<file path="src/pkg/asq_pkg.sv">
package asq_pkg;
  // Converter and channel geometry.
  localparam int NCONV = 2;
  localparam int NCH   = 9;
  localparam int CHW   = 4;
  localparam int EXW   = 3;
  localparam int RESW  = 10;
  localparam int VALW  = 12;
  localparam int NRES  = 8;
  localparam int RIW   = 3;
  localparam int QDEP  = 4;
  localparam int QCW   = 3;
  localparam int NEV   = 8;
  localparam int NST   = 6;
  localparam int LSB8  = 2;
  localparam int SMPW  = 8;
  localparam int BITW  = 4;
  localparam int NLANE = 4;
  localparam int LANEW = 8;
  localparam int AW    = 8;
  typedef logic [CHW-1:0]     ch_t;
  typedef logic [CHW+EXW-1:0] req_t;
  typedef logic [VALW-1:0]    val_t;
  typedef enum logic [1:0] {SRC_NONE, SRC_INS, SRC_PAR, SRC_QUE} src_t;
  // Register byte offsets; per-converter registers follow at REG_STRIDE.
  localparam logic [AW-1:0] OFS_CTRL   = 8'h00;
  localparam logic [AW-1:0] OFS_TIME   = 8'h04;
  localparam logic [AW-1:0] OFS_PRIO   = 8'h08;
  localparam logic [AW-1:0] OFS_TRIG   = 8'h0c;
  localparam logic [AW-1:0] OFS_CMD    = 8'h10;
  localparam logic [AW-1:0] OFS_STAT   = 8'h14;
  localparam logic [AW-1:0] OFS_MASK   = 8'h18;
  localparam logic [AW-1:0] OFS_LIMIT  = 8'h1c;
  localparam logic [AW-1:0] OFS_PAR    = 8'h20;
  localparam logic [AW-1:0] OFS_QUE    = 8'h28;
  localparam logic [AW-1:0] OFS_INS    = 8'h30;
  localparam logic [AW-1:0] OFS_RCFG   = 8'h38;
  localparam logic [AW-1:0] OFS_BWD    = 8'h40;
  localparam logic [AW-1:0] OFS_RES    = 8'h80;
  localparam logic [AW-1:0] REG_STRIDE = 8'h04;
  localparam logic [AW-1:0] RES_BANK   = 8'h20;
  // Field positions and reset values.
  localparam int CTRLW = 5;
  localparam int CTRL_MODE8 = 0;
  localparam int CTRL_APD = 2;
  localparam int CTRL_SYNC = 3;
  localparam int CTRL_MTEST = 4;
  localparam int TIME_BIT_LSB = 8;
  localparam logic [11:0] TIME_RST = 12'h304;
  localparam int PRIO_QUE_LSB = 2;
  localparam logic [3:0] PRIO_RST = 4'h4;
  localparam int TRIG_QUE_LSB = 8;
  localparam int CMD_PAR = 0;
  localparam int CMD_QUE = 2;
  localparam int CMD_FLUSH = 4;
  localparam int ST_RES = 0;
  localparam int ST_LIM = 2;
  localparam int ST_SEQ = 4;
  localparam int LIM_HI_LSB = 16;
  localparam int RCFGW = 13;
  localparam int RC_FIFO = 8;
  localparam int RC_RED_LSB = 9;
  localparam int RC_ACC_LSB = 11;
  localparam logic [1:0] RED_LIMIT = 2'h1;
  localparam logic [1:0] RED_ACC = 2'h2;
  localparam int RD_CH_LSB = 12;
  localparam int RD_VLD = 16;
endpackage

</file>
<file path="src/hdl/adc_sar_engine.sv">
`timescale 1ns/1ps
module adc_sar_engine (
  // Clock and control.
  input  wire logic                          i_clk,
  input  wire logic                          i_reset,
  input  wire logic                          i_ce,
  input  wire logic                          i_start,
  input  wire logic                          i_mode8,
  input  wire logic [asq_pkg::SMPW-1:0]      i_smp,
  input  wire logic [asq_pkg::BITW-1:0]      i_bitc,
  // Comparator pin.
  input  wire logic                          i_cmp_pin,
  // Analog control and result.
  output logic                               o_busy,
  output logic                               o_done,
  output logic                               o_sample,
  output logic [asq_pkg::RESW-1:0]           o_dac
);
  typedef enum logic [1:0] {S_IDLE, S_SMP, S_CONV} est_t;
  typedef struct packed {
    est_t                     st;
    logic [asq_pkg::SMPW-1:0] cnt;
    logic [asq_pkg::BITW-1:0] bitn;
    logic [asq_pkg::RESW-1:0] sar;
    logic [2:0]               sync;
    logic                     cmp;
    logic                     done;
    logic                     busy;
    logic                     smp;
  } eng_t;
  eng_t q;
  eng_t d;

  always_comb begin
    d = q;
    d.done = 1'b0;
    // The comparator only counts once the second and third stages agree.
    d.sync = {q.sync[1:0], i_cmp_pin};
    if (q.sync[2] == q.sync[1]) begin
      d.cmp = q.sync[2];
    end
    case (q.st)
      S_IDLE: begin
        if (i_start) begin
          d.st = S_SMP;
          d.cnt = i_smp;
          d.sar = '0;
          d.smp = 1'b1;
          d.busy = 1'b1;
        end
      end
      // Programmed sample time.
      S_SMP: begin
        if (q.cnt == '0) begin
          d.st = S_CONV;
          d.smp = 1'b0;
          d.bitn = asq_pkg::BITW'(asq_pkg::RESW - 1);
          d.cnt = asq_pkg::SMPW'(i_bitc);
          d.sar[asq_pkg::RESW-1] = 1'b1;
        end else begin
          d.cnt = q.cnt - 1'b1;
        end
      end
      // Ten or eight decided bits.
      S_CONV: begin
        if (q.cnt != '0) begin
          d.cnt = q.cnt - 1'b1;
        end else begin
          // The filtered next value keeps comparator latency at three cycles.
          if (!d.cmp) begin
            d.sar[q.bitn] = 1'b0;
          end
          if (q.bitn == (i_mode8 ? asq_pkg::BITW'(asq_pkg::LSB8) : '0)) begin
            d.st = S_IDLE;
            d.done = 1'b1;
            d.busy = 1'b0;
          end else begin
            d.bitn = q.bitn - 1'b1;
            d.sar[q.bitn - 1'b1] = 1'b1;
            d.cnt = asq_pkg::SMPW'(i_bitc);
          end
        end
      end
      default: d.st = S_IDLE;
    endcase
  end

  always_ff @(posedge i_clk) begin
    if (i_reset) begin
      q <= '0;
    end else if (i_ce) begin
      q <= d;
    end
  end

  assign o_busy = q.busy;
  assign o_done = q.done;
  assign o_sample = q.smp;
  assign o_dac = q.sar;
endmodule

</file>
<file path="src/hdl/adc_request_sequencer.sv">
// Contract
// Each converter gives 10-bit results, or faster 8-bit results when selected.
// Two converters exist; two channels are reachable by both of them.
// Sample time and conversion time are programmable by software.
// Request sources start from selected trigger events or from software.
// Parallel source latches all pending channels, converts them lowest first.
// Queued source converts entries in the order software pushed them.
// An inserted channel goes next; the running sequence resumes intact.
// Among pending sources the highest priority level wins the converter.
// Eight result registers per converter, optionally chained into a FIFO.
// Per-register wait-for-read keeps a new result from overwriting unread data.
// Results reduce by limit checking or by accumulation before notifying.
// Both converters can start in lockstep, sampling at the same moment.
// External multiplexer select is driven automatically with each conversion.
// With auto power down the analog part is off while nothing converts; power stays on while a blocked result is held.
// Per-channel broken-wire detection and a multiplexer test mode exist.
// A blocked result is held and new requests stall until software reads.
`timescale 1ns/1ps
module adc_request_sequencer (
  // Clock, reset and clock enable.
  input  wire logic                            i_clk,
  input  wire logic                            i_reset,
  input  wire logic                            i_ce,
  // Wishbone classic slave.
  input  wire logic                            i_wb_cyc,
  input  wire logic                            i_wb_stb,
  input  wire logic                            i_wb_we,
  input  wire logic [asq_pkg::AW-1:0]          i_wb_adr,
  input  wire logic [31:0]                     i_wb_dat,
  input  wire logic [3:0]                      i_wb_sel,
  output logic [31:0]                          o_wb_dat,
  output logic                                 o_wb_ack,
  // Trigger events and comparator pins.
  input  wire logic [asq_pkg::NEV-1:0]         i_trig,
  input  wire logic [asq_pkg::NCONV-1:0]       i_cmp,
  // Analog front end control.
  output logic [asq_pkg::NCONV-1:0]            o_sample,
  output logic [asq_pkg::NCONV-1:0][9:0]       o_dac,
  output logic [asq_pkg::NCONV-1:0][3:0]       o_ch_sel,
  output logic [asq_pkg::NCONV-1:0][2:0]       o_ext_mux,
  output logic [asq_pkg::NCONV-1:0]            o_pwr_up,
  output logic [asq_pkg::NCONV-1:0]            o_bwd,
  output logic                                 o_mux_test,
  // Interrupt.
  output logic                                 o_irq
);
  localparam int N = asq_pkg::NCONV;
  typedef struct packed {
    logic                                    ack;
    logic [31:0]                             rdat;
    logic [asq_pkg::CTRLW-1:0]               ctrl;
    logic [11:0]                             tim;
    logic [3:0]                              prio;
    logic [15:0]                             trig;
    logic [asq_pkg::NST-1:0]                 mask;
    logic [asq_pkg::NST-1:0]                 stat;
    logic [31:0]                             lim;
    logic [2:0][asq_pkg::NEV-1:0]            ts;
    logic [asq_pkg::NEV-1:0]                 tstab;
    logic [N-1:0][asq_pkg::NCH-1:0]          pmask;
    logic [N-1:0][asq_pkg::NCH-1:0]          pend;
    logic [N-1:0][asq_pkg::NCH-1:0]          bwd;
    logic [N-1:0][asq_pkg::QDEP-1:0][6:0]    que;
    logic [N-1:0][asq_pkg::QCW-1:0]          qcnt;
    logic [N-1:0]                            qrun;
    logic [N-1:0]                            insv;
    logic [N-1:0][6:0]                       ins;
    logic [N-1:0]                            busy;
    logic [N-1:0]                            hold;
    logic [N-1:0]                            go;
    logic [N-1:0][6:0]                       cur;
    logic [N-1:0][asq_pkg::RCFGW-1:0]        rcfg;
    logic [N-1:0][asq_pkg::NRES-1:0][15:0]   res;
    logic [N-1:0][asq_pkg::NRES-1:0]         rvld;
    logic [N-1:0][asq_pkg::RIW-1:0]          wp;
    logic [N-1:0][asq_pkg::RIW-1:0]          rp;
    logic [N-1:0][asq_pkg::VALW-1:0]         acc;
    logic [N-1:0][1:0]                       acnt;
    logic [N-1:0][3:0]                       ch_o;
    logic [N-1:0][2:0]                       ext_o;
    logic [N-1:0]                            pwr_o;
    logic [N-1:0]                            bwd_o;
    logic                                    mtest_o;
    logic                                    irq_o;
  } st_t;
  st_t q;
  st_t d;

  logic [N-1:0]            eng_busy;
  logic [N-1:0]            eng_done;
  logic [N-1:0][9:0]       eng_res;
  logic                    req;
  logic                    cw;
  logic                    cr;
  logic [31:0]             rdv;
  logic [5:0]              cmd;
  logic [asq_pkg::NEV-1:0] rise;
  logic [N-1:0]            rdy;
  logic [N-1:0]            go;
  asq_pkg::src_t [N-1:0]   src;
  asq_pkg::req_t [N-1:0]   pick;

  function automatic logic [31:0] merge(input logic [31:0] o, input logic [31:0] n,
                                        input logic [3:0] s);
    logic [31:0] m;
    for (int b = 0; b < asq_pkg::NLANE; b++) begin
      m[b*asq_pkg::LANEW +: asq_pkg::LANEW] = {asq_pkg::LANEW{s[b]}};
    end
    return (o & ~m) | (n & m);
  endfunction

  function automatic logic [7:0] radr(input logic [7:0] b, input int k);
    return b + 8'(k) * asq_pkg::REG_STRIDE;
  endfunction

  function automatic asq_pkg::ch_t first_ch(input logic [asq_pkg::NCH-1:0] m);
    first_ch = '0;
    for (int i = asq_pkg::NCH - 1; i >= 0; i--) begin
      if (m[i]) begin
        first_ch = asq_pkg::ch_t'(i);
      end
    end
  endfunction

  // Insertion always wins; a tie between the two sources goes to the parallel one.
  function automatic asq_pkg::src_t arb(input logic iv, input logic pv, input logic qv,
                                        input logic [1:0] pp, input logic [1:0] qp);
    if (iv) begin
      return asq_pkg::SRC_INS;
    end
    if (pv && (!qv || pp >= qp)) begin
      return asq_pkg::SRC_PAR;
    end
    if (qv) begin
      return asq_pkg::SRC_QUE;
    end
    return asq_pkg::SRC_NONE;
  endfunction

  always_comb begin
    logic [asq_pkg::RIW-1:0]  ix;
    logic [asq_pkg::VALW-1:0] val;
    logic [asq_pkg::VALW-1:0] sum;
    logic                     wrn;
    logic                     fifo;
    logic [1:0]               red;
    logic [asq_pkg::RIW-1:0]  ri;
    ix = '0;
    val = '0;
    sum = '0;
    wrn = 1'b0;
    fifo = 1'b0;
    red = '0;
    ri = '0;
    d = q;
    d.go = '0;
    // The answer comes one cycle after the request; side effects happen with the ack.
    req = i_wb_cyc && i_wb_stb && !q.ack;
    cw = i_wb_cyc && i_wb_stb && q.ack && i_wb_we;
    cr = i_wb_cyc && i_wb_stb && q.ack && !i_wb_we;
    rdv = '0;
    case (i_wb_adr)
      asq_pkg::OFS_CTRL:  rdv = 32'(q.ctrl);
      asq_pkg::OFS_TIME:  rdv = 32'(q.tim);
      asq_pkg::OFS_PRIO:  rdv = 32'(q.prio);
      asq_pkg::OFS_TRIG:  rdv = 32'(q.trig);
      asq_pkg::OFS_STAT:  rdv = 32'(q.stat);
      asq_pkg::OFS_MASK:  rdv = 32'(q.mask);
      asq_pkg::OFS_LIMIT: rdv = q.lim;
      default:            rdv = '0;
    endcase
    for (int k = 0; k < N; k++) begin
      if (i_wb_adr == radr(asq_pkg::OFS_PAR, k)) rdv = 32'(q.pmask[k]);
      if (i_wb_adr == radr(asq_pkg::OFS_QUE, k)) rdv = 32'({q.qrun[k], q.qcnt[k]});
      if (i_wb_adr == radr(asq_pkg::OFS_INS, k)) rdv = 32'({q.insv[k], q.ins[k]});
      if (i_wb_adr == radr(asq_pkg::OFS_RCFG, k)) rdv = 32'(q.rcfg[k]);
      if (i_wb_adr == radr(asq_pkg::OFS_BWD, k)) rdv = 32'(q.bwd[k]);
      for (int i = 0; i < asq_pkg::NRES; i++) begin
        if (i_wb_adr == radr(asq_pkg::OFS_RES + 8'(k) * asq_pkg::RES_BANK, i)) begin
          ri = (q.rcfg[k][asq_pkg::RC_FIFO] && i == 0) ? q.rp[k] : asq_pkg::RIW'(i);
          rdv = 32'({q.rvld[k][ri], q.res[k][ri]});
        end
      end
    end
    d.ack = req;
    d.rdat = req ? rdv : '0;

    // Global register writes; a status read clears exactly the bits it returned.
    cmd = '0;
    if (cw) begin
      case (i_wb_adr)
        asq_pkg::OFS_CTRL:  d.ctrl = asq_pkg::CTRLW'(merge(32'(q.ctrl), i_wb_dat, i_wb_sel));
        asq_pkg::OFS_TIME:  d.tim = 12'(merge(32'(q.tim), i_wb_dat, i_wb_sel));
        asq_pkg::OFS_PRIO:  d.prio = 4'(merge(32'(q.prio), i_wb_dat, i_wb_sel));
        asq_pkg::OFS_TRIG:  d.trig = 16'(merge(32'(q.trig), i_wb_dat, i_wb_sel));
        asq_pkg::OFS_MASK:  d.mask = asq_pkg::NST'(merge(32'(q.mask), i_wb_dat, i_wb_sel));
        asq_pkg::OFS_LIMIT: d.lim = merge(q.lim, i_wb_dat, i_wb_sel);
        asq_pkg::OFS_CMD:   cmd = i_wb_dat[5:0] & {6{i_wb_sel[0]}};
        default:            cmd = '0;
      endcase
    end
    if (cr && i_wb_adr == asq_pkg::OFS_STAT) begin
      d.stat = q.stat & ~q.rdat[asq_pkg::NST-1:0];
    end

    // Trigger events, synchronised, taken on their rising edge.
    d.ts = {q.ts[1:0], i_trig};
    rise = '0;
    for (int e = 0; e < asq_pkg::NEV; e++) begin
      if (q.ts[2][e] == q.ts[1][e]) begin
        d.tstab[e] = q.ts[2][e];
        rise[e] = q.ts[2][e] && !q.tstab[e];
      end
    end

    // Priority arbitration per converter.
    for (int k = 0; k < N; k++) begin
      src[k] = arb(q.insv[k], q.pend[k] != '0, q.qrun[k] && q.qcnt[k] != '0,
                   q.prio[1:0], q.prio[asq_pkg::PRIO_QUE_LSB +: 2]);
      case (src[k])
        asq_pkg::SRC_INS: pick[k] = q.ins[k];
        asq_pkg::SRC_PAR: pick[k] = asq_pkg::req_t'(first_ch(q.pend[k]));
        asq_pkg::SRC_QUE: pick[k] = q.que[k][0];
        default:          pick[k] = '0;
      endcase
      // No start while a result is still held.
      rdy[k] = !q.busy[k] && !q.hold[k] && !q.go[k] && !eng_busy[k];
    end
    // Lockstep start of both converters on the first one's request.
    go[0] = rdy[0] && src[0] != asq_pkg::SRC_NONE &&
            (!q.ctrl[asq_pkg::CTRL_SYNC] || rdy[1]);
    go[1] = q.ctrl[asq_pkg::CTRL_SYNC] ? go[0] : (rdy[1] && src[1] != asq_pkg::SRC_NONE);

    for (int k = 0; k < N; k++) begin
      fifo = q.rcfg[k][asq_pkg::RC_FIFO];
      red = q.rcfg[k][asq_pkg::RC_RED_LSB +: 2];
      // Software access to the per-converter registers.
      if (cw && i_wb_adr == radr(asq_pkg::OFS_PAR, k)) begin
        d.pmask[k] = asq_pkg::NCH'(merge(32'(q.pmask[k]), i_wb_dat, i_wb_sel));
      end
      if (cw && i_wb_adr == radr(asq_pkg::OFS_RCFG, k)) begin
        d.rcfg[k] = asq_pkg::RCFGW'(merge(32'(q.rcfg[k]), i_wb_dat, i_wb_sel));
      end
      // Broken-wire detection enables per channel.
      if (cw && i_wb_adr == radr(asq_pkg::OFS_BWD, k)) begin
        d.bwd[k] = asq_pkg::NCH'(merge(32'(q.bwd[k]), i_wb_dat, i_wb_sel));
      end
      for (int i = 0; i < asq_pkg::NRES; i++) begin
        if (cr && i_wb_adr == radr(asq_pkg::OFS_RES + 8'(k) * asq_pkg::RES_BANK, i)) begin
          ri = (fifo && i == 0) ? q.rp[k] : asq_pkg::RIW'(i);
          d.rvld[k][ri] = 1'b0;
          if (fifo && i == 0 && q.rvld[k][ri]) begin
            d.rp[k] = q.rp[k] + 1'b1;
          end
        end
      end

      // Grant: consume the request from its source and drive the analog controls.
      if (go[k]) begin
        d.go[k] = 1'b1;
        d.busy[k] = 1'b1;
        d.cur[k] = (q.ctrl[asq_pkg::CTRL_SYNC] && k == 1) ? pick[0] : pick[k];
        // External multiplexer select follows the granted request.
        d.ch_o[k] = d.cur[k][asq_pkg::CHW-1:0];
        d.ext_o[k] = d.cur[k][6:asq_pkg::CHW];
        d.bwd_o[k] = q.bwd[k][d.cur[k][asq_pkg::CHW-1:0]];
        if (!(q.ctrl[asq_pkg::CTRL_SYNC] && k == 1)) begin
          case (src[k])
            // Insertion leaves the other sources untouched.
            asq_pkg::SRC_INS: d.insv[k] = 1'b0;
            // Lowest pending channel goes first.
            asq_pkg::SRC_PAR: begin
              d.pend[k][first_ch(q.pend[k])] = 1'b0;
              if (d.pend[k] == '0) begin
                d.stat[asq_pkg::ST_SEQ + k] = 1'b1;
              end
            end
            // Queue pops from the head in push order.
            asq_pkg::SRC_QUE: begin
              for (int j = 0; j < asq_pkg::QDEP - 1; j++) begin
                d.que[k][j] = q.que[k][j + 1];
              end
              d.qcnt[k] = q.qcnt[k] - 1'b1;
              if (d.qcnt[k] == '0) begin
                d.qrun[k] = 1'b0;
              end
            end
            default: d.insv[k] = q.insv[k];
          endcase
        end
      end
      // A trigger latches the whole channel mask at once.
      if (cmd[asq_pkg::CMD_PAR + k] || (rise & q.trig[asq_pkg::NEV-1:0]) != '0) begin
        d.pend[k] = d.pend[k] | q.pmask[k];
      end
      // A push to a full queue is dropped.
      if (cw && i_wb_adr == radr(asq_pkg::OFS_QUE, k) && i_wb_sel[0] &&
          d.qcnt[k] < asq_pkg::QCW'(asq_pkg::QDEP)) begin
        d.que[k][d.qcnt[k][asq_pkg::QCW-2:0]] = i_wb_dat[6:0];
        d.qcnt[k] = d.qcnt[k] + 1'b1;
      end
      if (cmd[asq_pkg::CMD_QUE + k] || (rise & q.trig[asq_pkg::TRIG_QUE_LSB +: 8]) != '0) begin
        d.qrun[k] = 1'b1;
      end
      if (cmd[asq_pkg::CMD_FLUSH + k]) begin
        d.qcnt[k] = '0;
        d.qrun[k] = 1'b0;
      end
      if (cw && i_wb_adr == radr(asq_pkg::OFS_INS, k) && i_wb_sel[0]) begin
        d.ins[k] = i_wb_dat[6:0];
        d.insv[k] = 1'b1;
      end

      // Result store, on completion or while a held result retries.
      if (eng_done[k] || q.hold[k]) begin
        // FIFO chaining or channel-addressed result register.
        ix = fifo ? q.wp[k] : q.cur[k][asq_pkg::RIW-1:0];
        val = asq_pkg::VALW'(eng_res[k]);
        sum = q.acc[k] + val;
        wrn = red != asq_pkg::RED_ACC || q.acnt[k] == q.rcfg[k][asq_pkg::RC_ACC_LSB +: 2];
        // Wait-for-read blocks an unread register.
        if (wrn && d.rvld[k][ix] && (fifo || q.rcfg[k][ix])) begin
          d.hold[k] = 1'b1;
        end else begin
          d.hold[k] = 1'b0;
          d.busy[k] = 1'b0;
          d.bwd_o[k] = 1'b0;
          // Accumulation or limit checking.
          if (red == asq_pkg::RED_ACC) begin
            d.acc[k] = wrn ? '0 : sum;
            d.acnt[k] = wrn ? '0 : q.acnt[k] + 1'b1;
            val = sum;
          end
          if (red == asq_pkg::RED_LIMIT &&
              (val < q.lim[asq_pkg::VALW-1:0] || val > q.lim[asq_pkg::LIM_HI_LSB +: 12])) begin
            d.stat[asq_pkg::ST_LIM + k] = 1'b1;
          end
          if (wrn) begin
            d.res[k][ix] = {q.cur[k][asq_pkg::CHW-1:0], val};
            d.rvld[k][ix] = 1'b1;
            d.stat[asq_pkg::ST_RES + k] = 1'b1;
            if (fifo) begin
              d.wp[k] = q.wp[k] + 1'b1;
            end
          end
        end
      end
      // Analog part powered only around a conversion when auto power down is set.
      d.pwr_o[k] = !d.ctrl[asq_pkg::CTRL_APD] || d.busy[k];
    end
    // Multiplexer test mode.
    d.mtest_o = d.ctrl[asq_pkg::CTRL_MTEST];
    d.irq_o = (d.stat & d.mask) != '0;
  end

  always_ff @(posedge i_clk) begin
    if (i_reset) begin
      q <= '0;
      q.tim <= asq_pkg::TIME_RST;
      q.prio <= asq_pkg::PRIO_RST;
      q.pwr_o <= '1;
    end else if (i_ce) begin
      q <= d;
    end
  end

  // Two converter instances.
  for (genvar k = 0; k < N; k++) begin : g_conv
    adc_sar_engine u_eng (
      .i_clk     (i_clk),
      .i_reset   (i_reset),
      .i_ce      (i_ce),
      .i_start   (q.go[k]),
      .i_mode8   (q.ctrl[asq_pkg::CTRL_MODE8 + k]),
      .i_smp     (q.tim[asq_pkg::SMPW-1:0]),
      .i_bitc    (q.tim[asq_pkg::TIME_BIT_LSB +: asq_pkg::BITW]),
      .i_cmp_pin (i_cmp[k]),
      .o_busy    (eng_busy[k]),
      .o_done    (eng_done[k]),
      .o_sample  (o_sample[k]),
      .o_dac     (o_dac[k])
    );
    assign eng_res[k] = o_dac[k];
  end

  assign o_wb_dat = q.rdat;
  assign o_wb_ack = q.ack;
  assign o_ch_sel = q.ch_o;
  assign o_ext_mux = q.ext_o;
  assign o_pwr_up = q.pwr_o;
  assign o_bwd = q.bwd_o;
  assign o_mux_test = q.mtest_o;
  assign o_irq = q.irq_o;
endmodule

</file>
<file path="config.mk">
export PLATFORM = sky130hd
export DESIGN_NAME = adc_request_sequencer
export DESIGN_NICKNAME = d
export VERILOG_FILES = /design/src/pkg/asq_pkg.sv /design/src/hdl/adc_sar_engine.sv /design/src/hdl/adc_request_sequencer.sv
export SDC_FILE = /design/constraint.sdc
export NUM_CORES = 2
export LEC_CHECK = 0
export BUFFER_PORTS_ARGS = -buffer_cell sky130_fd_sc_hd__buf_2
export CELL_PAD_IN_SITES_DETAIL_PLACEMENT = 0
export CELL_PAD_IN_SITES_GLOBAL_PLACEMENT = 1
export CORE_UTILIZATION = 48
export DETAILED_ROUTE_END_ITERATION = 8
export GPL_ROUTABILITY_DRIVEN = 0
export PLACE_DENSITY_LB_ADDON = 0.1
export SLEW_MARGIN = 20
export SYNTH_ARGS = -nofsm -noshare
export SYNTH_HDL_FRONTEND = slang
export SYNTH_SLANG_ARGS = --single-unit
</file>
<file path="constraint.sdc">
create_clock -name i_clk -period 4.9 [get_ports i_clk]
set_clock_uncertainty 0.1 [all_clocks]
set_input_delay 0.98 -clock i_clk [delete_from_list [all_inputs] [get_ports i_clk]]
set_output_delay 0.98 -clock i_clk [all_outputs]
set_load 0.005 [all_outputs]
</file>
==> key figures <==
Global route
  – Total Routing Usage GR: 0.378
  – First-pass GRT wire length: roughly 230 mm
  – Largest net degree at the start of global routing: 163
  – Antenna violations before repair: 3
  – Congestion Overflow GR: 0
  – Vias in the first global route: approximately 35000

Route
  – Highest Signal Layer: met5
  – Drt total wl: 158 mm
  – Starting DRC count in detailed routing: 5146
  – Vias after detailed routing: about 38000
  – Met1 WL: around 66 mm
  – Metal3 WL: approximately 17 mm
  – Vias/cell: 6.46
  – DR DRC count: 0
  – Post-DRT Antenna Nets: 0
  – Met2 routed WL: 65.4 mm
  – First-pass DRT Iterations: 9
  – WL/cell: roughly 27 um

Worst setup path
  – Critical Path Source Type: flop
  – WP data arrival: around 5 ns
  – CP Launch Point: g_conv[0].u_eng.o_dac[0]
  – Critical path endpoint: o_irq
  – Cell repeated most along the worst path: a21o_1
  – R2R depth: 19
  – Max incr delay on CP: around 0.41 ns
  – Critical Path Sink Type: flop
  – R2R Path End: o_irq
  – Slowest cell on crit path: fa_1
  – Crit-path cells: ha_1, fa_1, a21o_1, a21oi_1, nor2b_1, o21a_1, o21ai_0, xnor2_1, mux2i_1, inv_1, ha_1, a21o_1, a21o_1, a2111oi_0, o21ai_0, a31oi_1, o311a_1, a21oi_1, o31a_1
  – WS Path Type: reg -> reg
  – CP Data Required Time: 5.33 ns
  – FF-to-FF setup slack: between 0.3 and 0.4 ns
  – Largest fanout on the critical path: 4
  – Crit Reg-Reg Startpoint: g_conv[0].u_eng.o_dac[0]

Synth
  – Most used DFF post-synth: dfxtp_1
  – Most frequent cell after synthesis: nor2_1
  – #FFs+latches synth: a little over 700
  – Syn Area/Cell: 8.09 um^2
  – Syn_nets: between 4000 and 5000
  – Asr flop ratio synth: 0
  – Number of synthesized flops with an enable pin: 0
  – Top cells by count, synth: 718 x nor2_1, 705 x dfxtp_1, 432 x nand2_1
  – Synth unique cells: 90
  – Seq/Total Area, Yosys: 0.368
  – Cell area after synthesis: ~38000 um^2
  – Post-Syn Instances: ~4700
  – Post-synth top area cell: dfxtp_1
  – Area contributors post-synth: dfxtp_1 37%, mux2i_1 9.5%, nor2_1 7.0%
  – Post-synth top area share: 0.368
  – Number of synthesis warnings: 0

Clock network
  – CTS max path bufs: 3
  – Post-CTS sizing: 0
  – Root Buffer: clkbuf_16
  – CTS clk-pin slew, worst paths: 0.06 ns
  – CTS tree: done
  – H-tree depth: 3
  – Clock sinks: between 700 and 800
  – Clk_lat worst skew: 0.64 ns
  – Setup bufs post-CTS: 0
  – Hold_buf cts: 0
  – Num CTS Buffers: 82

Floorplan
  – Width of the die: 285 um
  – Die area: between 80000 and 90000 um^2
  – Core footprint: a little under 80000 um^2
  – Row cnt: 103
  – I/O pin count: 135
  – Initial Util: 0.486
  – DIE HEIGHT: 285 um

Finish
  – Fillers: 7571
  – Area grow syn2layout: 12.4%
  – Share of layout cells above drive strength 1: 0.117
  – Multi-input gate area: 21900 um^2
  – Register area: 14100 um^2
  – Fin nets: 4934

Power and ir drop
  – PnR Total Power: 12.7 mW
  – Pwr/cell area: 295 nW/um^2
  – P_leak: ~16 nW
  – Maximum vdd drop: ~0.27 mV

Placed design
  – IO Port Bufs: 134
  – Hpwl dp: between 100 and 150 mm

Timing
  – Period utilization: 0.927
  – Min cycle time layout: around 4.5 ns
  – Setup TNS: 0 ns
  – F_max: 220 MHz
  – Slew margin rel.: 0.188
  – Final Max Tran Viols: 0
  – Final setup fails: 0
  – RSZ-0062 raised after global routing: no
  – Measured slew at the worst slew-check pin: 1.21 ns
  – Fin. Hold Viols: 0

Run status
  – Status: finished clean

Flow run
  – Max_cap viols: 0

Min path
  – Hold Path Class: reg -> reg
-- layout by cell type (no fill, tap or decap), types with 80 or more instances in the layout --
cell type	count
a211oi_1	100
a21oi_1	364
a221oi_1	80
a22oi_1	112
buf_2	132
buf_4	190
clkbuf_16	84
dfxtp_1	702
ha_1	106
inv_1	148
mux2i_1	366
nand2_1	432
nand3_1	133
nor2_1	718
o21ai_0	240
-- how the worst min path moves through the flow --
stage                      start            to  slack (ns)  cells after the start
floorplan           o_wb_dat[16]  o_wb_dat[16]        0.33                      1
global placement    o_wb_dat[16]  o_wb_dat[16]        0.33                      1
detailed placement  o_ext_mux[5]  o_ext_mux[5]        0.35                      2
CTS                 o_ext_mux[5]  o_ext_mux[5]        0.35                      2
global route        o_ext_mux[4]  o_ext_mux[4]        0.38                      2
finish              o_ext_mux[3]  o_ext_mux[3]        0.35                      2
-- cells by family (layout without fill, tap and decap cells) --
family | after synthesis | in the layout | share of synthesized area
AOI/OAI and AO/OA | 1271 | 1271 | 0.217
xor gates and xnor gates | 47 | 47 | 0.0107
DFF | 705 | 705 | 0.368
and+or+nand+nor | 1658 | 1658 | 0.196
muxes | 401 | 401 | 0.108
buffers and inverters | 553 | 640 | 0.0633
adders and majority gates | 112 | 112 | 0.0366
other | 0 | 2 | 0
-- through the flow --
| step | utilization | hold slack [ns] | setup slack, ns | instance area, um^2 | std cells |
|---|---|---|---|---|---|
| after floorplan | - | 0.327 | 0.627 | 38400 | 4747 |
| after global placement | 0.510 | 0.334 | 0.301 | 40300 | 5732 |
| after detailed placement | 0.510 | 0.347 | 0.279 | 40300 | 5732 |
| after CTS | 0.546 | 0.353 | 0.260 | 43100 | 5884 |
| after global routing | 0.546 | 0.377 | 0.0891 | 43100 | 5884 |
| final | 0.546 | 0.352 | 0.356 | 43100 | 5886 |
-- layout make-up --
cell class | instances | share of cell area
Multi-Input combinational cell | 3489 | 0.508
Sequential cell | 705 | 0.327
Clock buffer | 129 | 0.0580
Timing Repair Buffer | 339 | 0.0560
Tap cell | 1050 | 0.0305
Inverter | 149 | 0.0130
Clock inverter | 23 | 0.00711
Antenna cell | 2 | 0.000116
-- worst max-delay path: cells and delay by family (launching register included) --
family,cells,cell delay (ns)
DFF,1,0.34
muxes,1,0.25
and+or+nand+nor,1,0.07
buffers and inverters,1,0.12
xor gates and xnor gates,1,0.14
AOI/OAI and AO/OA,12,2.55
adders and majority gates,3,0.85
-- routing by layer --
| layer | up-vias | GRT usage |
|---|---|---|
| li1 | 17100 | - |
| met1 | 18100 | 0.521 |
| met2 | 2265 | 0.544 |
| met3 | 509 | 0.0875 |
| met4 | 2 | 0.209 |
| met5 | - | 0 |
-- where the power goes --
group          switching, mW  internal, mW  total, mW  leakage, nW
registers             0.0165          5.75       5.77         5.68
logic                  0.378         0.125      0.503         9.08
clock network           2.61          3.83       6.44         1.39
Power figures use the tool's default switching activity.
